==> config.mk <==
export PLATFORM = sky130hd
export DESIGN_NAME = rpc_regs_top
export DESIGN_NICKNAME = d
export VERILOG_FILES = /design/src/verilog/rpc_pkg.sv /design/src/verilog/rpc_reg_if.sv /design/src/verilog/rpc_axil_slave.sv /design/src/verilog/rpc_pointer.sv /design/src/verilog/rpc_regs_top.sv
export SDC_FILE = /design/constraint.sdc
export NUM_CORES = 1
export LEC_CHECK = 0
export ABC_AREA = 1
export BUFFER_PORTS_ARGS = -buffer_cell sky130_fd_sc_hd__buf_2
export CORE_MARGIN = 4
export CORE_UTILIZATION = 33
export DETAILED_ROUTE_END_ITERATION = 7
export PLACE_DENSITY = 0.62
export SLEW_MARGIN = 0
export SYNTH_ARGS = -nofsm -noshare
export SYNTH_HDL_FRONTEND = slang
export SYNTH_SLANG_ARGS = --single-unit
==> constraint.sdc <==
create_clock -name sys_clk -period 1.9 [get_ports sys_clk]
set_clock_uncertainty 0.1 [all_clocks]
set_input_delay 0.285 -clock sys_clk [delete_from_list [all_inputs] [get_ports sys_clk]]
set_output_delay 0.285 -clock sys_clk [all_outputs]
set_load 0.01 [all_outputs]
==> src/verilog/rpc_pkg.sv <==
// rpc_pkg: offsets, field positions, reset values and codes of the
// buffer pointer and configuration register bank.
// assumes: byte registers in the low lane of a 32-bit AXI4-Lite word.
`default_nettype none
package rpc_pkg;
    // bus, register, pointer and select widths
    localparam int AXI_ADDR_W = 8;
    localparam int AXI_DATA_W = 32;
    localparam int REG_W = 8;
    localparam int PTR_W = 11;
    localparam int SEL_W = 3;
    // register byte offsets
    localparam logic [7:0] OFF_PTR_HIGH = 8'h00;
    localparam logic [7:0] OFF_PTR_LOW = 8'h04;
    localparam logic [7:0] OFF_IND_SEL = 8'h08;
    localparam logic [7:0] OFF_CONFIG = 8'h0C;
    // pointer high fields
    localparam int PH_READ_DIR = 7;
    localparam int PH_AUTO = 6;
    localparam int PH_UPPER_MSB = 2;
    // indirect select fields
    localparam int SEL_TOP = 2;
    localparam int SEL_LOW_MSB = 1;
    // configuration fields
    localparam int CFG_SW_RESET = 7;
    localparam int CFG_CHAIN = 6;
    localparam int CFG_TX_ENABLE = 5;
    // reset values, pointer step and pointer top
    localparam logic [PTR_W-1:0] RST_PTR = 11'h000;
    localparam logic [SEL_W-1:0] RST_SEL = 3'h0;
    localparam logic RST_FLAG = 1'b0;
    localparam logic [PTR_W-1:0] PTR_STEP = 11'h001;
    localparam logic [PTR_W-1:0] PTR_TOP = 11'h7FF;
    // indirect register codes; above setup 2 is reserved
    typedef enum logic [SEL_W-1:0] {
        IND_TENTATIVE_ID = 3'h0,
        IND_NODE_ID = 3'h1,
        IND_SETUP1 = 3'h2,
        IND_NEXT_ID = 3'h3,
        IND_SETUP2 = 3'h4
    } rpc_indirect_e;
    // axi responses
    localparam logic [1:0] RESP_OKAY = 2'h0;
    localparam logic [1:0] RESP_SLVERR = 2'h2;
endpackage
`default_nettype wire

==> src/verilog/rpc_reg_if.sv <==
// rpc_reg_if: register access strobes between bus slave and register bank.
// assumes: one clock; write strobe is a single-cycle pulse.
`timescale 1ns/10ps
`default_nettype none
interface rpc_reg_if;
    logic wrEn;
    logic [7:0] wrAddr;
    logic [7:0] wrData;
    logic wrErr;
    logic [7:0] rdAddr;
    logic [7:0] read_direction;
    logic rdErr;
    modport bus (output wrEn, wrAddr, wrData, rdAddr, input wrErr, read_direction, rdErr);
    modport regs (input wrEn, wrAddr, wrData, rdAddr, output wrErr, read_direction, rdErr);
endinterface
`default_nettype wire

==> src/verilog/rpc_axil_slave.sv <==
// rpc_axil_slave: AXI4-Lite slave front end turning bus beats into strobes.
// assumes: single outstanding write and read; only byte lane 0 is stored.
`timescale 1ns/10ps
`default_nettype none
module rpc_axil_slave (
    input wire logic sys_clk,
    input wire logic rst_n,
    input wire logic [7:0] s_awaddr,
    input wire logic s_awvalid,
    output logic s_awready,
    input wire logic [31:0] s_wdata,
    input wire logic [3:0] s_wstrb,
    input wire logic s_wvalid,
    output logic s_wready,
    output logic [1:0] s_bresp,
    output logic s_bvalid,
    input wire logic s_bready,
    input wire logic [7:0] s_araddr,
    input wire logic s_arvalid,
    output logic s_arready,
    output logic [31:0] s_rdata,
    output logic [1:0] s_rresp,
    output logic s_rvalid,
    input wire logic s_rready,
    rpc_reg_if.bus regs
);
    logic awHave, wHave, wLane;
    logic [7:0] awAddr, wData;
    logic next_awHave, next_wHave, next_wLane;
    logic [7:0] next_awAddr, next_wData;
    logic next_awready, next_wready, next_bvalid, next_arready, next_rvalid;
    logic [1:0] next_bresp, next_rresp;
    logic [31:0] next_rdata;
    logic commit;

    // a write commits once address and data are both held
    assign commit = awHave && wHave && !s_bvalid;
    assign regs.wrEn = commit && wLane;
    assign regs.wrAddr = awAddr;
    assign regs.wrData = wData;
    assign regs.rdAddr = s_araddr;

    // channel bookkeeping
    always_comb
    begin
        next_awHave = awHave;
        next_awAddr = awAddr;
        next_wHave = wHave;
        next_wData = wData;
        next_wLane = wLane;
        next_bvalid = s_bvalid;
        next_bresp = s_bresp;
        next_rvalid = s_rvalid;
        next_rdata = s_rdata;
        next_rresp = s_rresp;
        if (s_awvalid && s_awready)
        begin
            next_awHave = 1'b1;
            next_awAddr = s_awaddr;
        end
        if (s_wvalid && s_wready)
        begin
            next_wHave = 1'b1;
            next_wData = s_wdata[7:0];
            next_wLane = s_wstrb[0];
        end
        if (s_bvalid && s_bready)
            next_bvalid = 1'b0;
        if (commit)
        begin
            next_awHave = 1'b0;
            next_wHave = 1'b0;
            next_bvalid = 1'b1;
            next_bresp = regs.wrErr ? rpc_pkg::RESP_SLVERR : rpc_pkg::RESP_OKAY;
        end
        if (s_rvalid && s_rready)
            next_rvalid = 1'b0;
        if (s_arvalid && s_arready)
        begin
            next_rvalid = 1'b1;
            next_rdata = {24'h00_0000, regs.read_direction};
            next_rresp = regs.rdErr ? rpc_pkg::RESP_SLVERR : rpc_pkg::RESP_OKAY;
        end
        next_awready = !next_awHave && !next_bvalid;
        next_wready = !next_wHave && !next_bvalid;
        next_arready = !next_rvalid;
    end

    // state registers
    always_ff @(posedge sys_clk)
    begin
        if (!rst_n)
        begin
            awHave <= 1'b0;
            awAddr <= 8'h00;
            wHave <= 1'b0;
            wData <= 8'h00;
            wLane <= 1'b0;
            s_awready <= 1'b0;
            s_wready <= 1'b0;
            s_bvalid <= 1'b0;
            s_bresp <= rpc_pkg::RESP_OKAY;
            s_arready <= 1'b0;
            s_rvalid <= 1'b0;
            s_rdata <= 32'h0000_0000;
            s_rresp <= rpc_pkg::RESP_OKAY;
        end
        else
        begin
            awHave <= next_awHave;
            awAddr <= next_awAddr;
            wHave <= next_wHave;
            wData <= next_wData;
            wLane <= next_wLane;
            s_awready <= next_awready;
            s_wready <= next_wready;
            s_bvalid <= next_bvalid;
            s_bresp <= next_bresp;
            s_arready <= next_arready;
            s_rvalid <= next_rvalid;
            s_rdata <= next_rdata;
            s_rresp <= next_rresp;
        end
    end
endmodule // rpc_axil_slave
`default_nettype wire

==> src/verilog/rpc_pointer.sv <==
// rpc_pointer: 11-bit buffer pointer with byte loads and auto advance.
// assumes: load and advance strobes come from logic on sys_clk.
`timescale 1ns/10ps
`default_nettype none
module rpc_pointer (
    input wire logic sys_clk,
    input wire logic rst_n,
    input wire logic loadUpper,
    input wire logic loadLower,
    input wire logic [7:0] loadData,
    input wire logic advance,
    output logic [10:0] pointer
);
    logic [10:0] next_pointer;

    // advance wraps at the top; a host load overrides the step in the bits it loads
    always_comb
    begin
        next_pointer = pointer;
        if (advance)
            next_pointer = pointer + rpc_pkg::PTR_STEP;
        if (loadUpper)
            next_pointer[10:8] = loadData[rpc_pkg::PH_UPPER_MSB:0];
        if (loadLower)
            next_pointer[7:0] = loadData;
    end

    // state register
    always_ff @(posedge sys_clk)
    begin
        if (!rst_n)
            pointer <= rpc_pkg::RST_PTR;
        else
            pointer <= next_pointer;
    end
endmodule // rpc_pointer
`default_nettype wire

==> src/verilog/rpc_regs_top.sv <==
// rpc_regs_top: buffer pointer, indirect select and upper configuration
// bits of a token-passing network controller, behind AXI4-Lite.
// assumes: transmit requests and buffer access strobes come from engines
// on sys_clk; status, next-id and diagnostic registers live elsewhere and
// watch softReset.
//
// Behaviour
// pointer high bit 7 sets access direction
// bit 6 advances pointer after each access
// pointer high bits 2-0 give upper address
// pointer low gives lower eight address bits
// sub-address picks indirect register, 101-111 reserved
// low select bits shared with configuration
// configuration write clears top select bit
// configuration bit 7 holds software reset
// software reset keeps configuration and mode
// software reset hits only status, next-id, diagnostics
// host clears bit 7 to end reset
// configuration bit 6 enables command chaining
// transmit enable low keeps drivers inactive; pulse b still free in backplane mode
// transmit enable high lets drivers pulse
// transmit enable resets to zero
// host sets transmit enable after node id
// auto advance wraps top address to zero
// host writes zeros to reserved bits
`timescale 1ns/10ps
`default_nettype none
module rpc_regs_top (
    input wire logic sys_clk,
    input wire logic rst_n,
    input wire logic [7:0] s_awaddr,
    input wire logic s_awvalid,
    output logic s_awready,
    input wire logic [31:0] s_wdata,
    input wire logic [3:0] s_wstrb,
    input wire logic s_wvalid,
    output logic s_wready,
    output logic [1:0] s_bresp,
    output logic s_bvalid,
    input wire logic s_bready,
    input wire logic [7:0] s_araddr,
    input wire logic s_arvalid,
    output logic s_arready,
    output logic [31:0] s_rdata,
    output logic [1:0] s_rresp,
    output logic s_rvalid,
    input wire logic s_rready,
    input wire logic bufferAccess,
    input wire logic backplaneMode,
    input wire logic txDriveReq,
    input wire logic pulseAReq,
    input wire logic pulseBReq,
    output logic [10:0] ramAddr,
    output logic readDirection,
    output logic [2:0] indirectSelect,
    output logic selectReserved,
    output logic softReset,
    output logic chainingEnable,
    output logic driverEnable_n,
    output logic linePulseA_n,
    output logic linePulseB_n
);
    ////////////////////////////////////////////////////////////////////////
    // declarations
    rpc_reg_if regBus ();
    logic autoAdvance;
    logic transmitEnableBit;
    logic wrHigh;
    logic wrLow;
    logic wrSel;
    logic wrCfg;
    logic advance;
    logic next_readDirection;
    logic next_autoAdvance;
    logic next_selTop;
    logic [1:0] next_selLow;
    logic next_softReset;
    logic next_chaining;
    logic next_txEnBit;
    logic next_selectReserved;
    logic next_driverEnable_n;
    logic next_linePulseA_n;
    logic next_linePulseB_n;

    ////////////////////////////////////////////////////////////////////////
    // bus front end
    rpc_axil_slave slave (
        .sys_clk(sys_clk),
        .rst_n(rst_n),
        .s_awaddr(s_awaddr),
        .s_awvalid(s_awvalid),
        .s_awready(s_awready),
        .s_wdata(s_wdata),
        .s_wstrb(s_wstrb),
        .s_wvalid(s_wvalid),
        .s_wready(s_wready),
        .s_bresp(s_bresp),
        .s_bvalid(s_bvalid),
        .s_bready(s_bready),
        .s_araddr(s_araddr),
        .s_arvalid(s_arvalid),
        .s_arready(s_arready),
        .s_rdata(s_rdata),
        .s_rresp(s_rresp),
        .s_rvalid(s_rvalid),
        .s_rready(s_rready),
        .regs(regBus)
    );

    // write decode per register
    assign wrHigh = regBus.wrEn && (regBus.wrAddr == rpc_pkg::OFF_PTR_HIGH);
    assign wrLow = regBus.wrEn && (regBus.wrAddr == rpc_pkg::OFF_PTR_LOW);
    assign wrSel = regBus.wrEn && (regBus.wrAddr == rpc_pkg::OFF_IND_SEL);
    assign wrCfg = regBus.wrEn && (regBus.wrAddr == rpc_pkg::OFF_CONFIG);

    // unmapped write address answers with an error
    always_comb
    begin
        case (regBus.wrAddr)
            rpc_pkg::OFF_PTR_HIGH,
            rpc_pkg::OFF_PTR_LOW,
            rpc_pkg::OFF_IND_SEL,
            rpc_pkg::OFF_CONFIG: regBus.wrErr = 1'b0;
            default: regBus.wrErr = 1'b1;
        endcase
    end

    // read mux; reserved bits read as zero
    // config bits 4:2 are kept by another block
    always_comb
    begin
        regBus.read_direction = 8'h00;
        regBus.rdErr = 1'b0;
        case (regBus.rdAddr)
            rpc_pkg::OFF_PTR_HIGH: regBus.read_direction = {readDirection, autoAdvance, 3'h0, ramAddr[10:8]};
            rpc_pkg::OFF_PTR_LOW: regBus.read_direction = ramAddr[7:0];
            rpc_pkg::OFF_IND_SEL: regBus.read_direction = {5'h00, indirectSelect};
            rpc_pkg::OFF_CONFIG: regBus.read_direction = {softReset, chainingEnable, transmitEnableBit,
                3'h0, indirectSelect[rpc_pkg::SEL_LOW_MSB:0]};
            default: regBus.rdErr = 1'b1;
        endcase
    end

    ////////////////////////////////////////////////////////////////////////
    // buffer pointer
    // only an engine access with auto advance set steps it
    assign advance = bufferAccess && autoAdvance;

    rpc_pointer pointer (
        .sys_clk(sys_clk),
        .rst_n(rst_n),
        .loadUpper(wrHigh),
        .loadLower(wrLow),
        .loadData(regBus.wrData),
        .advance(advance),
        .pointer(ramAddr)
    );

    ////////////////////////////////////////////////////////////////////////
    // control bits; software reset does not touch any of them
    always_comb
    begin
        next_readDirection = readDirection;
        next_autoAdvance = autoAdvance;
        next_selTop = indirectSelect[rpc_pkg::SEL_TOP];
        next_selLow = indirectSelect[rpc_pkg::SEL_LOW_MSB:0];
        next_softReset = softReset;
        next_chaining = chainingEnable;
        next_txEnBit = transmitEnableBit;
        if (wrHigh)
        begin
            next_readDirection = regBus.wrData[rpc_pkg::PH_READ_DIR];
            next_autoAdvance = regBus.wrData[rpc_pkg::PH_AUTO];
        end
        if (wrSel)
        begin
            next_selTop = regBus.wrData[rpc_pkg::SEL_TOP];
            next_selLow = regBus.wrData[rpc_pkg::SEL_LOW_MSB:0];
        end
        // config write owns the low select bits
        if (wrCfg)
        begin
            next_selTop = 1'b0;
            next_selLow = regBus.wrData[rpc_pkg::SEL_LOW_MSB:0];
            next_softReset = regBus.wrData[rpc_pkg::CFG_SW_RESET];
            next_chaining = regBus.wrData[rpc_pkg::CFG_CHAIN];
            next_txEnBit = regBus.wrData[rpc_pkg::CFG_TX_ENABLE];
        end
        // flag tracks the value being stored
        next_selectReserved = {next_selTop, next_selLow} > rpc_pkg::IND_SETUP2;
    end

    // transmit drivers gated by the enable bit, pulse b free in backplane mode
    // outputs idle high, one cycle behind requests
    always_comb
    begin
        next_driverEnable_n = !(transmitEnableBit && txDriveReq);
        next_linePulseA_n = !(transmitEnableBit && pulseAReq);
        next_linePulseB_n = !((transmitEnableBit || backplaneMode) && pulseBReq);
    end

    // state registers; only rst_n clears them
    // software reset is exported, never applied here
    always_ff @(posedge sys_clk)
    begin
        if (!rst_n)
        begin
            readDirection <= rpc_pkg::RST_FLAG;
            autoAdvance <= rpc_pkg::RST_FLAG;
            indirectSelect <= rpc_pkg::RST_SEL;
            selectReserved <= rpc_pkg::RST_FLAG;
            softReset <= rpc_pkg::RST_FLAG;
            chainingEnable <= rpc_pkg::RST_FLAG;
            transmitEnableBit <= rpc_pkg::RST_FLAG;
            driverEnable_n <= 1'b1;
            linePulseA_n <= 1'b1;
            linePulseB_n <= 1'b1;
        end
        else
        begin
            readDirection <= next_readDirection;
            autoAdvance <= next_autoAdvance;
            indirectSelect <= {next_selTop, next_selLow};
            selectReserved <= next_selectReserved;
            softReset <= next_softReset;
            chainingEnable <= next_chaining;
            transmitEnableBit <= next_txEnBit;
            driverEnable_n <= next_driverEnable_n;
            linePulseA_n <= next_linePulseA_n;
            linePulseB_n <= next_linePulseB_n;
        end
    end
endmodule // rpc_regs_top
`default_nettype wire
==> flow_metrics.tcl, run 1 <==
set metrics [dict create \
    final_max_slew_viol_count 0 \
    ant_nets 0 \
    initial_core_util 0.340 \
    synth_area_leaders "dfxtp_1 41%, nand2_1 10%, nor2_1 9.2%" \
    power.density_cell_area_nw_per_um2 741 \
    drt_iter0_drc 76 \
    chipHeight_um 100 \
    routed_wirelength_um 7050 \
    async_flop_share 0 \
    hold_path_class "in -> reg" \
    synth_top_area_share 0.406 \
    final_hold_viol_count 0 \
    dpl.cell_count 573 \
    dp_hpwl_um 5440 \
    grt_use_total 0.140 \
    clkSinkCount 57 \
    die_w_um 100 \
    nFillCells 911 \
    cts_buffers 9 \
    dieArea_um2 10100 \
    outcome "complete, no violations" \
    yosysSeqAreaShare 0.406 \
    hold_buffers 0 \
    setup_violations 0 \
    cts_setup_buffers 0 \
    final_cell_area_um2 3370 \
    antenna_cells 0 \
    power_mw 2.49 \
    grt_pass1_wl_um 11100 \
    ys_types 33 \
    grt-ovfl-total 0 \
    syn-mean-instance-area_um2 6.99 \
    clock_latency_ns 0.34 \
    grt_pass1_vias 2425 \
    area_growth_pct 19.7 \
    yosys.area.top_type "dfxtp_1" \
    clk_path_buf_depth 2 \
    yosys_most_used_dff "dfxtp_1" \
    drc 0 \
    drive_above_1_share 0.217 \
    criticalPathCategory "reg -> reg" \
    synth-seq-cells 57 \
    worst_hold_slack_ns 0.0362 \
    first_pass_iters 6 \
    htree_num_levels 3 \
    end_kind "flop" \
    maxCapViolCount 0 \
    crit_fanout 5 \
    synth_edf_count 0 \
    p_leak_nw 1.59 \
    post_cts_resized 0 \
    rows 33 \
    finalCriticalPeriod_ns 1.56 \
    cts_tree "done" \
    fmax_mhz 643 \
    yosysWarnings 0 \
    gp_congestion 0.786 \
    vias_per_cell 4.48 \
    grt_setup_unrepaired "no" \
    ir_worst_vdd_mv 0.311 \
    clkTransAtPathRegs_ns 0.06 \
    arrival_ns 1.69 \
    root_buffer "clkbuf_8" \
    portBuffers 72 \
    cp.required_ns 2.03 \
    worstSetupStartpointType "flop" \
    netlist_instances 402 \
    period_share 0.819 \
    placed_cell_area_um2 3190 \
    setup_tns_ns 0 \
    ios 126 \
    grt_max_degree 30 \
    yosysMostFrequentCell "nand2_1" \
    grt_antenna_before_repair 0 \
    netlist_area_um2 2810 \
    wl_per_cell_um 12.0 \
    core_area_um2 8260 \
    vias 2638 \
    nets 544 \
    fin_cells 589 \
    yosys-top-cells-count "77 x nand2_1, 69 x nor2_1, 57 x dfxtp_1, 47 x nand3_1, 34 x inv_1" \
]
routing by layer:
layer | up-vias | wire length (um) | global-route usage
met5 | - | 0 | 0
met4 | 0 | 101 | 0.0497
met3 | 10 | 478 | 0.0382
met2 | 78 | 3220 | 0.236
met1 | 1150 | 3250 | 0.170
li1 | 1400 | - | -
flip-flops by register name, summed over array words and instances, names as in the netlist, 3 cells and up:
register / cells
indirectSelect: 3
slave.regs.wrData: 8
slave.s_rdata: 8
pointer.pointer: 11
slave.regs.wrAddr: 8
critical path: stages (launching register included):
cell     delay [ns]
dfxtp_1        0.43
ha_1           0.24
nand3_1        0.10
nor2_1         0.20
nand3_1        0.13
nand2_1        0.08
nand2_1        0.05
nor2_1         0.09
nor2_1         0.05
kinds of logic (layout without fill, tap and decap cells):
| kind of cell | after synthesis | in the layout | synth area share |
|---|---|---|---|
| simple gates | 211 | 211 | 0.340 |
| fa+ha+maj | 1 | 1 | 0.00445 |
| other cells | 1 | 26 | 0.00133 |
| compound gates | 58 | 58 | 0.108 |
| xor+xnor | 1 | 1 | 0.00312 |
| flops | 57 | 57 | 0.406 |
| buf+inv | 73 | 130 | 0.137 |
power breakdown:
part           switching (mW)  internal (mW)
clock                   0.490          0.503
sequential             0.0314           1.24
combinational           0.155         0.0787
total                   0.676           1.82
final cells by class:
type	instances	area, um^2	share of cell area
clock buffer	11	141	0.0420
clock inverter	5	31.3	0.00929
inverter	36	135	0.0401
multi-input combinational	297	1380	0.410
sequential	57	1140	0.339
tap	105	131	0.0390
timing repair buffer	78	405	0.120
final timing paths:
kind	from	endpoint	slack, ns	depth (start not counted)
hold / removal	txDriveReq	driverEnable_n$_SDFF_PN1_	0.04	2
setup reg to reg	pointer.pointer[0]$_SDFFE_PN0P_	pointer.pointer[10]$_SDFFE_PN0P_	0.34	8
hold reg to reg	slave.s_rdata[7]$_SDFFE_PN0P_	slave.s_rdata[7]$_SDFFE_PN0P_	0.36	2
setup / recovery	pointer.pointer[0]$_SDFFE_PN0P_	pointer.pointer[10]$_SDFFE_PN0P_	0.34	8
cell usage in the layout (no fill, tap or decap), drive strengths merged, types with 2 or more instances in the layout:
| master | instances |
|---|---|
| a21oi | 22 |
| buf | 78 |
| clkbuf | 11 |
| clkinv | 6 |
| conb | 26 |
| dfxtp | 57 |
| inv | 34 |
| nand2 | 79 |
| nand3 | 48 |
| nand3b | 2 |
| nand4 | 4 |
| nor2 | 75 |
| nor4 | 2 |
| o21ai | 33 |
through the flow:
stage                     setup WS (ns)  utilization
after floorplan                   0.476            -
after global placement            0.374        0.387
after detailed placement          0.331        0.387
after CTS                         0.321        0.408
after global routing              0.145        0.408
final                             0.344        0.408
Note: power is estimated with default switching activity, not from simulation.
==> inputs of run 2 (changes only) <==
Settings changed: ABC_AREA 1 to 0, PLACE_DENSITY 0.62 to 0.63.
Clock period 1.9 ns to 1.6 ns, I/O delays scaled along.
==> flow_metrics.tcl, run 2 <==
set metrics [dict create \
    nets 447 \
    yosys.area.top_type "dfxtp_1" \
    final_max_slew_viol_count 0 \
    top_register "pointer.pointer" \
    yosysMostFrequentCell "dfxtp_1" \
    final_common_cell "buf_2" \
    async_flop_share 0 \
    clk_path_buf_depth 2 \
    ios 126 \
    portBuffers 72 \
    grt_max_degree 56 \
    rows 32 \
    maxCapViolCount 0 \
    grt_use_total 0.137 \
    grt_antenna_before_repair 0 \
    yosys_most_used_dff "dfxtp_1" \
    grt_pass1_vias 2290 \
    crit_fanout 5 \
    p_leak_nw 1.50 \
    hold_end "linePulseB_n$_SDFF_PN1_" \
    power_mw 2.96 \
    drive_above_1_share 0.288 \
    clkTransAtPathRegs_ns 0.06 \
    hold_path_class "in -> reg" \
    chipHeight_um 97.9 \
    dieArea_um2 9590 \
    setup_tns_ns 0 \
    yosysWarnings 0 \
    synth_area_leaders "dfxtp_1 43%, buf_4 7.3%, nand2_1 6.8%" \
    min_path_cells 2 \
    drc 0 \
    regToRegSetupSlack_ns 0.1 \
    arrival_ns 1.64 \
    netlist_instances 297 \
    synth_top_area_share 0.428 \
    finalCriticalPeriod_ns 1.50 \
    largest_register_ffs 11 \
    cp.required_ns 1.73 \
    root_buffer "clkbuf_8" \
    netlist_area_um2 2670 \
    end_kind "flop" \
    antenna_cells 0 \
    outcome "complete, no violations" \
    ir_worst_vdd_mv 0.307 \
    routed_wirelength_um 6290 \
    setup_violations 0 \
    first_pass_iters 4 \
    nFillCells 825 \
    period_share 0.940 \
    drt_iter0_drc 90 \
    vias_per_cell 4.68 \
    cts_tree "done" \
    syn-mean-instance-area_um2 8.98 \
    yosys-top-cells-count "57 x dfxtp_1, 48 x nand2_1, 26 x buf_4, 19 x a21boi_0" \
    grt_setup_unrepaired "no" \
    ys_types 37 \
    hp-start "backplaneMode" \
    final_cell_mix "72 x buf_2, 55 x dfxtp_1, 48 x nand2_1" \
    clkSinkCount 57 \
    synth_edf_count 0 \
    clock_latency_ns 0.33 \
    worstSetupStartpointType "flop" \
    core_area_um2 7810 \
    yosysSeqAreaShare 0.428 \
    htree_num_levels 3 \
    synth-seq-cells 57 \
    criticalPathCategory "reg -> reg" \
    area_growth_pct 25.1 \
    gp_congestion 0.805 \
    reg2reg_to "selectReserved$_SDFF_PN0_" \
    worst_hold_slack_ns 0.00651 \
    reg2reg_depth 5 \
    initial_core_util 0.342 \
    wl_per_cell_um 12.9 \
    power.density_cell_area_nw_per_um2 888 \
    fmax_mhz 665 \
    timing.rr.start "slave.regs.wrAddr[5]$_SDFFE_PN0P_" \
    final_hold_viol_count 0 \
    dp_hpwl_um 4700 \
    ant_nets 0 \
    grt_pass1_wl_um 10700 \
    grt-ovfl-total 0 \
    die_w_um 97.9 \
    cts_buffers 9 \
    vias 2285 \
]
[run 2: changes by cell type in the layout (fill, tap and decap cells not counted), moves of 4 or more]
| cell | previous run | this run |
|---|---|---|
| a21boi_0 | 0 | 19 |
| a21oi_1 | 21 | 7 |
| a22oi_1 | 0 | 6 |
| buf_4 | 6 | 11 |
| inv_1 | 34 | 4 |
| mux2i_1 | 0 | 14 |
| nand2_1 | 77 | 48 |
| nand3_1 | 47 | 10 |
| nor2_1 | 69 | 7 |
| nor2b_1 | 0 | 17 |
| o211a_1 | 0 | 4 |
| o21ai_0 | 32 | 17 |
| xnor2_1 | 0 | 7 |
[run 2: cells by family after synthesis]
family	after synthesis	synth area share
xor+xnor	8	0.0263
flops	57	0.428
buf+inv	43	0.0985
fa+ha+maj	1	0.00469
compound gates	58	0.144
other cells	1	0.00141
simple gates	114	0.240
mux	15	0.0568
[run 2: area by class of cell]
type	instances	area [um^2]	share of cell area
repair buffers	88	505	0.151
clock buffers	12	165	0.0495
multi-input cells	222	1370	0.409
clock inverters	3	15.0	0.00450
inverters	4	15.0	0.00450
well taps	102	128	0.0382
flip-flops and latches	57	1140	0.343
[run 2: stage by stage]
step	utilization	instances	area (um^2)	setup slack, ns
CTS	0.426	488	3330	0.0438
finish	0.428	488	3340	0.0952
detailed placement	0.398	469	3100	-0.0714
global route	0.428	488	3340	0.00512
global placement	0.398	469	3100	0.00540
floorplan	-	322	2760	0.0619
[run 2: per-layer routing]
| layer | routed length, um | vias to the layer above | GRT usage |
|---|---|---|---|
| met1 | 2760 | 1068 | 0.166 |
| met2 | 2990 | 68 | 0.222 |
| met3 | 419 | 9 | 0.0443 |
| li1 | - | 1140 | - |
| met4 | 114 | 0 | 0.0575 |
| met5 | 0 | - | 0 |
[run 2: how the worst max path moves through the flow]
stage / startpoint / to / slack, ns
2_1_floorplan: pointer.pointer[0]$_SDFFE_PN0P_ / pointer.pointer[10]$_SDFFE_PN0P_ / 0.06
3_3_place_gp: s_araddr[7] / slave.s_rdata[3]$_SDFFE_PN0P_ / 0.005
3_5_place_dp: slave.regs.wrAddr[0]$_SDFFE_PN0P_ / pointer.pointer[10]$_SDFFE_PN0P_ / -0.07
4_1_cts: pointer.pointer[1]$_SDFFE_PN0P_ / pointer.pointer[4]$_SDFFE_PN0P_ / 0.04
5_1_grt: slave.awHave$_SDFF_PN0_ / softReset$_SDFFE_PN0P_ / 0.005
6_report: slave.regs.wrAddr[5]$_SDFFE_PN0P_ / selectReserved$_SDFF_PN0_ / 0.1
[run 2: critical path, cell delays in order (launching register included)]
cell,delay [ns]
dfxtp_1,0.33
nor4_4,0.28
buf_6,0.16
nand4_2,0.21
mux2i_1,0.17
and2_1,0.15
[run 2: repair_timing]
action | 4_1_cts | 5_1_grt
pin swaps | 1 | 0
gates resized for setup | 1 | 4
hold endpoints to repair | 2 | 0
setup endpoints to repair | 9 | 7
hold buffers | 2 | 0
buffers inserted | 2 | 0
[run 2: where the power goes]
group / switching, mW / internal [mW]
combinational: 0.149 / 0.109
sequential: 0.0332 / 1.46
clock: 0.544 / 0.671
==> inputs of run 3 (changes only) <==
Settings changed: ABC_AREA 0 to 1, PLACE_DENSITY 0.63 to 0.62.
==> flow_metrics.tcl, run 3 (synthesized netlist as in run 1, its figures left out) <==
set metrics [dict create \
    ios 126 \
    criticalPathCategory "reg -> reg" \
    root_buffer "clkbuf_8" \
    core_area_um2 8260 \
    swShare 0.242 \
    ir_worst_vdd_mv 0.470 \
    clkTransAtPathRegs_ns 0.07 \
    cts_tree "done" \
    combPwrFrac 0.090 \
    drt_iter0_drc 83 \
    top_register "pointer.pointer" \
    dieArea_um2 10100 \
    setup_violations 0 \
    dpl.cell_count 584 \
    drive_above_1_share 0.240 \
    chipHeight_um 100 \
    rows 33 \
    area_growth_pct 26.0 \
    nets 559 \
    end_kind "flop" \
    worst_hold_slack_ns 0.0501 \
    grt-ovfl-total 0 \
    grt_antenna_before_repair 0 \
    crit_fanout 3 \
    period_share 0.899 \
    initial_core_util 0.340 \
    cts_buffers 9 \
    maxCapViolCount 0 \
    drc 0 \
    grt_pass1_vias 2520 \
    grt_use_total 0.144 \
    p_seq_frac 0.458 \
    ant_nets 0 \
    dp_hpwl_um 5570 \
    clkPwrFrac 0.453 \
    intPower_mw 2.49 \
    vias 2718 \
    cp.required_ns 1.72 \
    p_switching_mw 0.794 \
    gp_congestion 0.815 \
    final_common_cell "nand2_1" \
    routed_wirelength_um 7090 \
    clkSinkCount 57 \
    worstSetupStartpointType "flop" \
    clk_path_buf_depth 2 \
    portBuffers 72 \
    final_max_slew_viol_count 0 \
    grt_pass1_wl_um 11600 \
    wl_per_cell_um 11.7 \
    finalCriticalPeriod_ns 1.44 \
    vias_per_cell 4.50 \
    first_pass_iters 4 \
    grt_setup_unrepaired "no" \
    final_hold_viol_count 0 \
    largest_register_ffs 11 \
    worst_slack_ns 0.162 \
    p_leak_nw 1.69 \
    htree_num_levels 3 \
    clock_latency_ns 0.33 \
    grt_max_degree 30 \
    setup_tns_ns 0 \
    preCtsSetupSlack_ns 0.138 \
    die_w_um 100 \
    antenna_cells 0 \
    fmax_mhz 696 \
    final_cell_mix "76 x nand2_1, 72 x buf_2, 68 x nor2_1" \
    hold_path_class "in -> reg" \
    fin_cells 604 \
    arrival_ns 1.56 \
    outcome "complete, no violations" \
    power.density_cell_area_nw_per_um2 927 \
]
==> run 3: power by group through the flow <==
| stage | Combinational, mW | Clock, mW | Sequential [mW] |
|---|---|---|---|
| 2_1_floorplan | 0.227 | 0 | 1.53 |
| 3_3_place_gp | 0.282 | 0 | 1.53 |
| 3_5_place_dp | 0.287 | 0 | 1.54 |
| 4_1_cts | 0.295 | 1.52 | 1.50 |
| 5_1_grt | 0.340 | 1.59 | 1.51 |
| 6_report | 0.295 | 1.49 | 1.50 |
==> run 3: per-layer routing <==
layer / global-route usage / share of wire / vias up
met5: 0 / 0 / -
met3: 0.0396 / 0.070 / 12
met2: 0.240 / 0.45 / 78
met4: 0.0601 / 0.018 / 0
met1: 0.176 / 0.46 / 1202
li1: - / - / 1426
==> run 3: worst paths after layout <==
path	start	end	slack, ns	depth (start not counted)
worst max-delay path	pointer.pointer[0]$_SDFFE_PN0P_	pointer.pointer[10]$_SDFFE_PN0P_	0.16	8
worst min-delay path	s_awaddr[0]	slave.regs.wrAddr[0]$_SDFFE_PN0P_	0.05	3
worst max register to register	pointer.pointer[0]$_SDFFE_PN0P_	pointer.pointer[10]$_SDFFE_PN0P_	0.16	8
worst min register to register	slave.s_rdata[3]$_SDFFE_PN0P_	slave.s_rdata[3]$_SDFFE_PN0P_	0.36	2
==> run 3: what timing repair did <==
action	CTS	global route
hold buffers	4	0
setup buffers	0	0
setup endpoints to repair	0	4
resized for setup	0	4
endpoints found under the hold margin	3	0
==> run 3: worst max-delay path: stages, from the launching register on <==
cell	delay (ns)
dfxtp_1	0.36
ha_1	0.21
nand3_1	0.12
nor2_2	0.16
nand3_1	0.12
nand2_1	0.08
nand2_1	0.05
nor2_1	0.09
nor2_1	0.04
==> run 3: layout make-up <==
cell class / count / area, um^2
clock buffers: 11 / 141
inverters: 36 / 135
well taps: 105 / 131
flip-flops and latches: 57 / 1140
fillers: 871 / 4720
multi-input cells: 297 / 1390
repair buffers: 93 / 528
clock inverters: 5 / 78.8
==> run 3: stage by stage <==
| step | util | instance area, um^2 | power [mW] |
|---|---|---|---|
| floorplan | - | 2910 | 1.76 |
| CTS | 0.428 | 3540 | 3.32 |
| detailed placement | 0.397 | 3280 | 1.82 |
| global placement | 0.397 | 3280 | 1.82 |
| finish | 0.429 | 3540 | 3.29 |
| global route | 0.429 | 3540 | 3.44 |
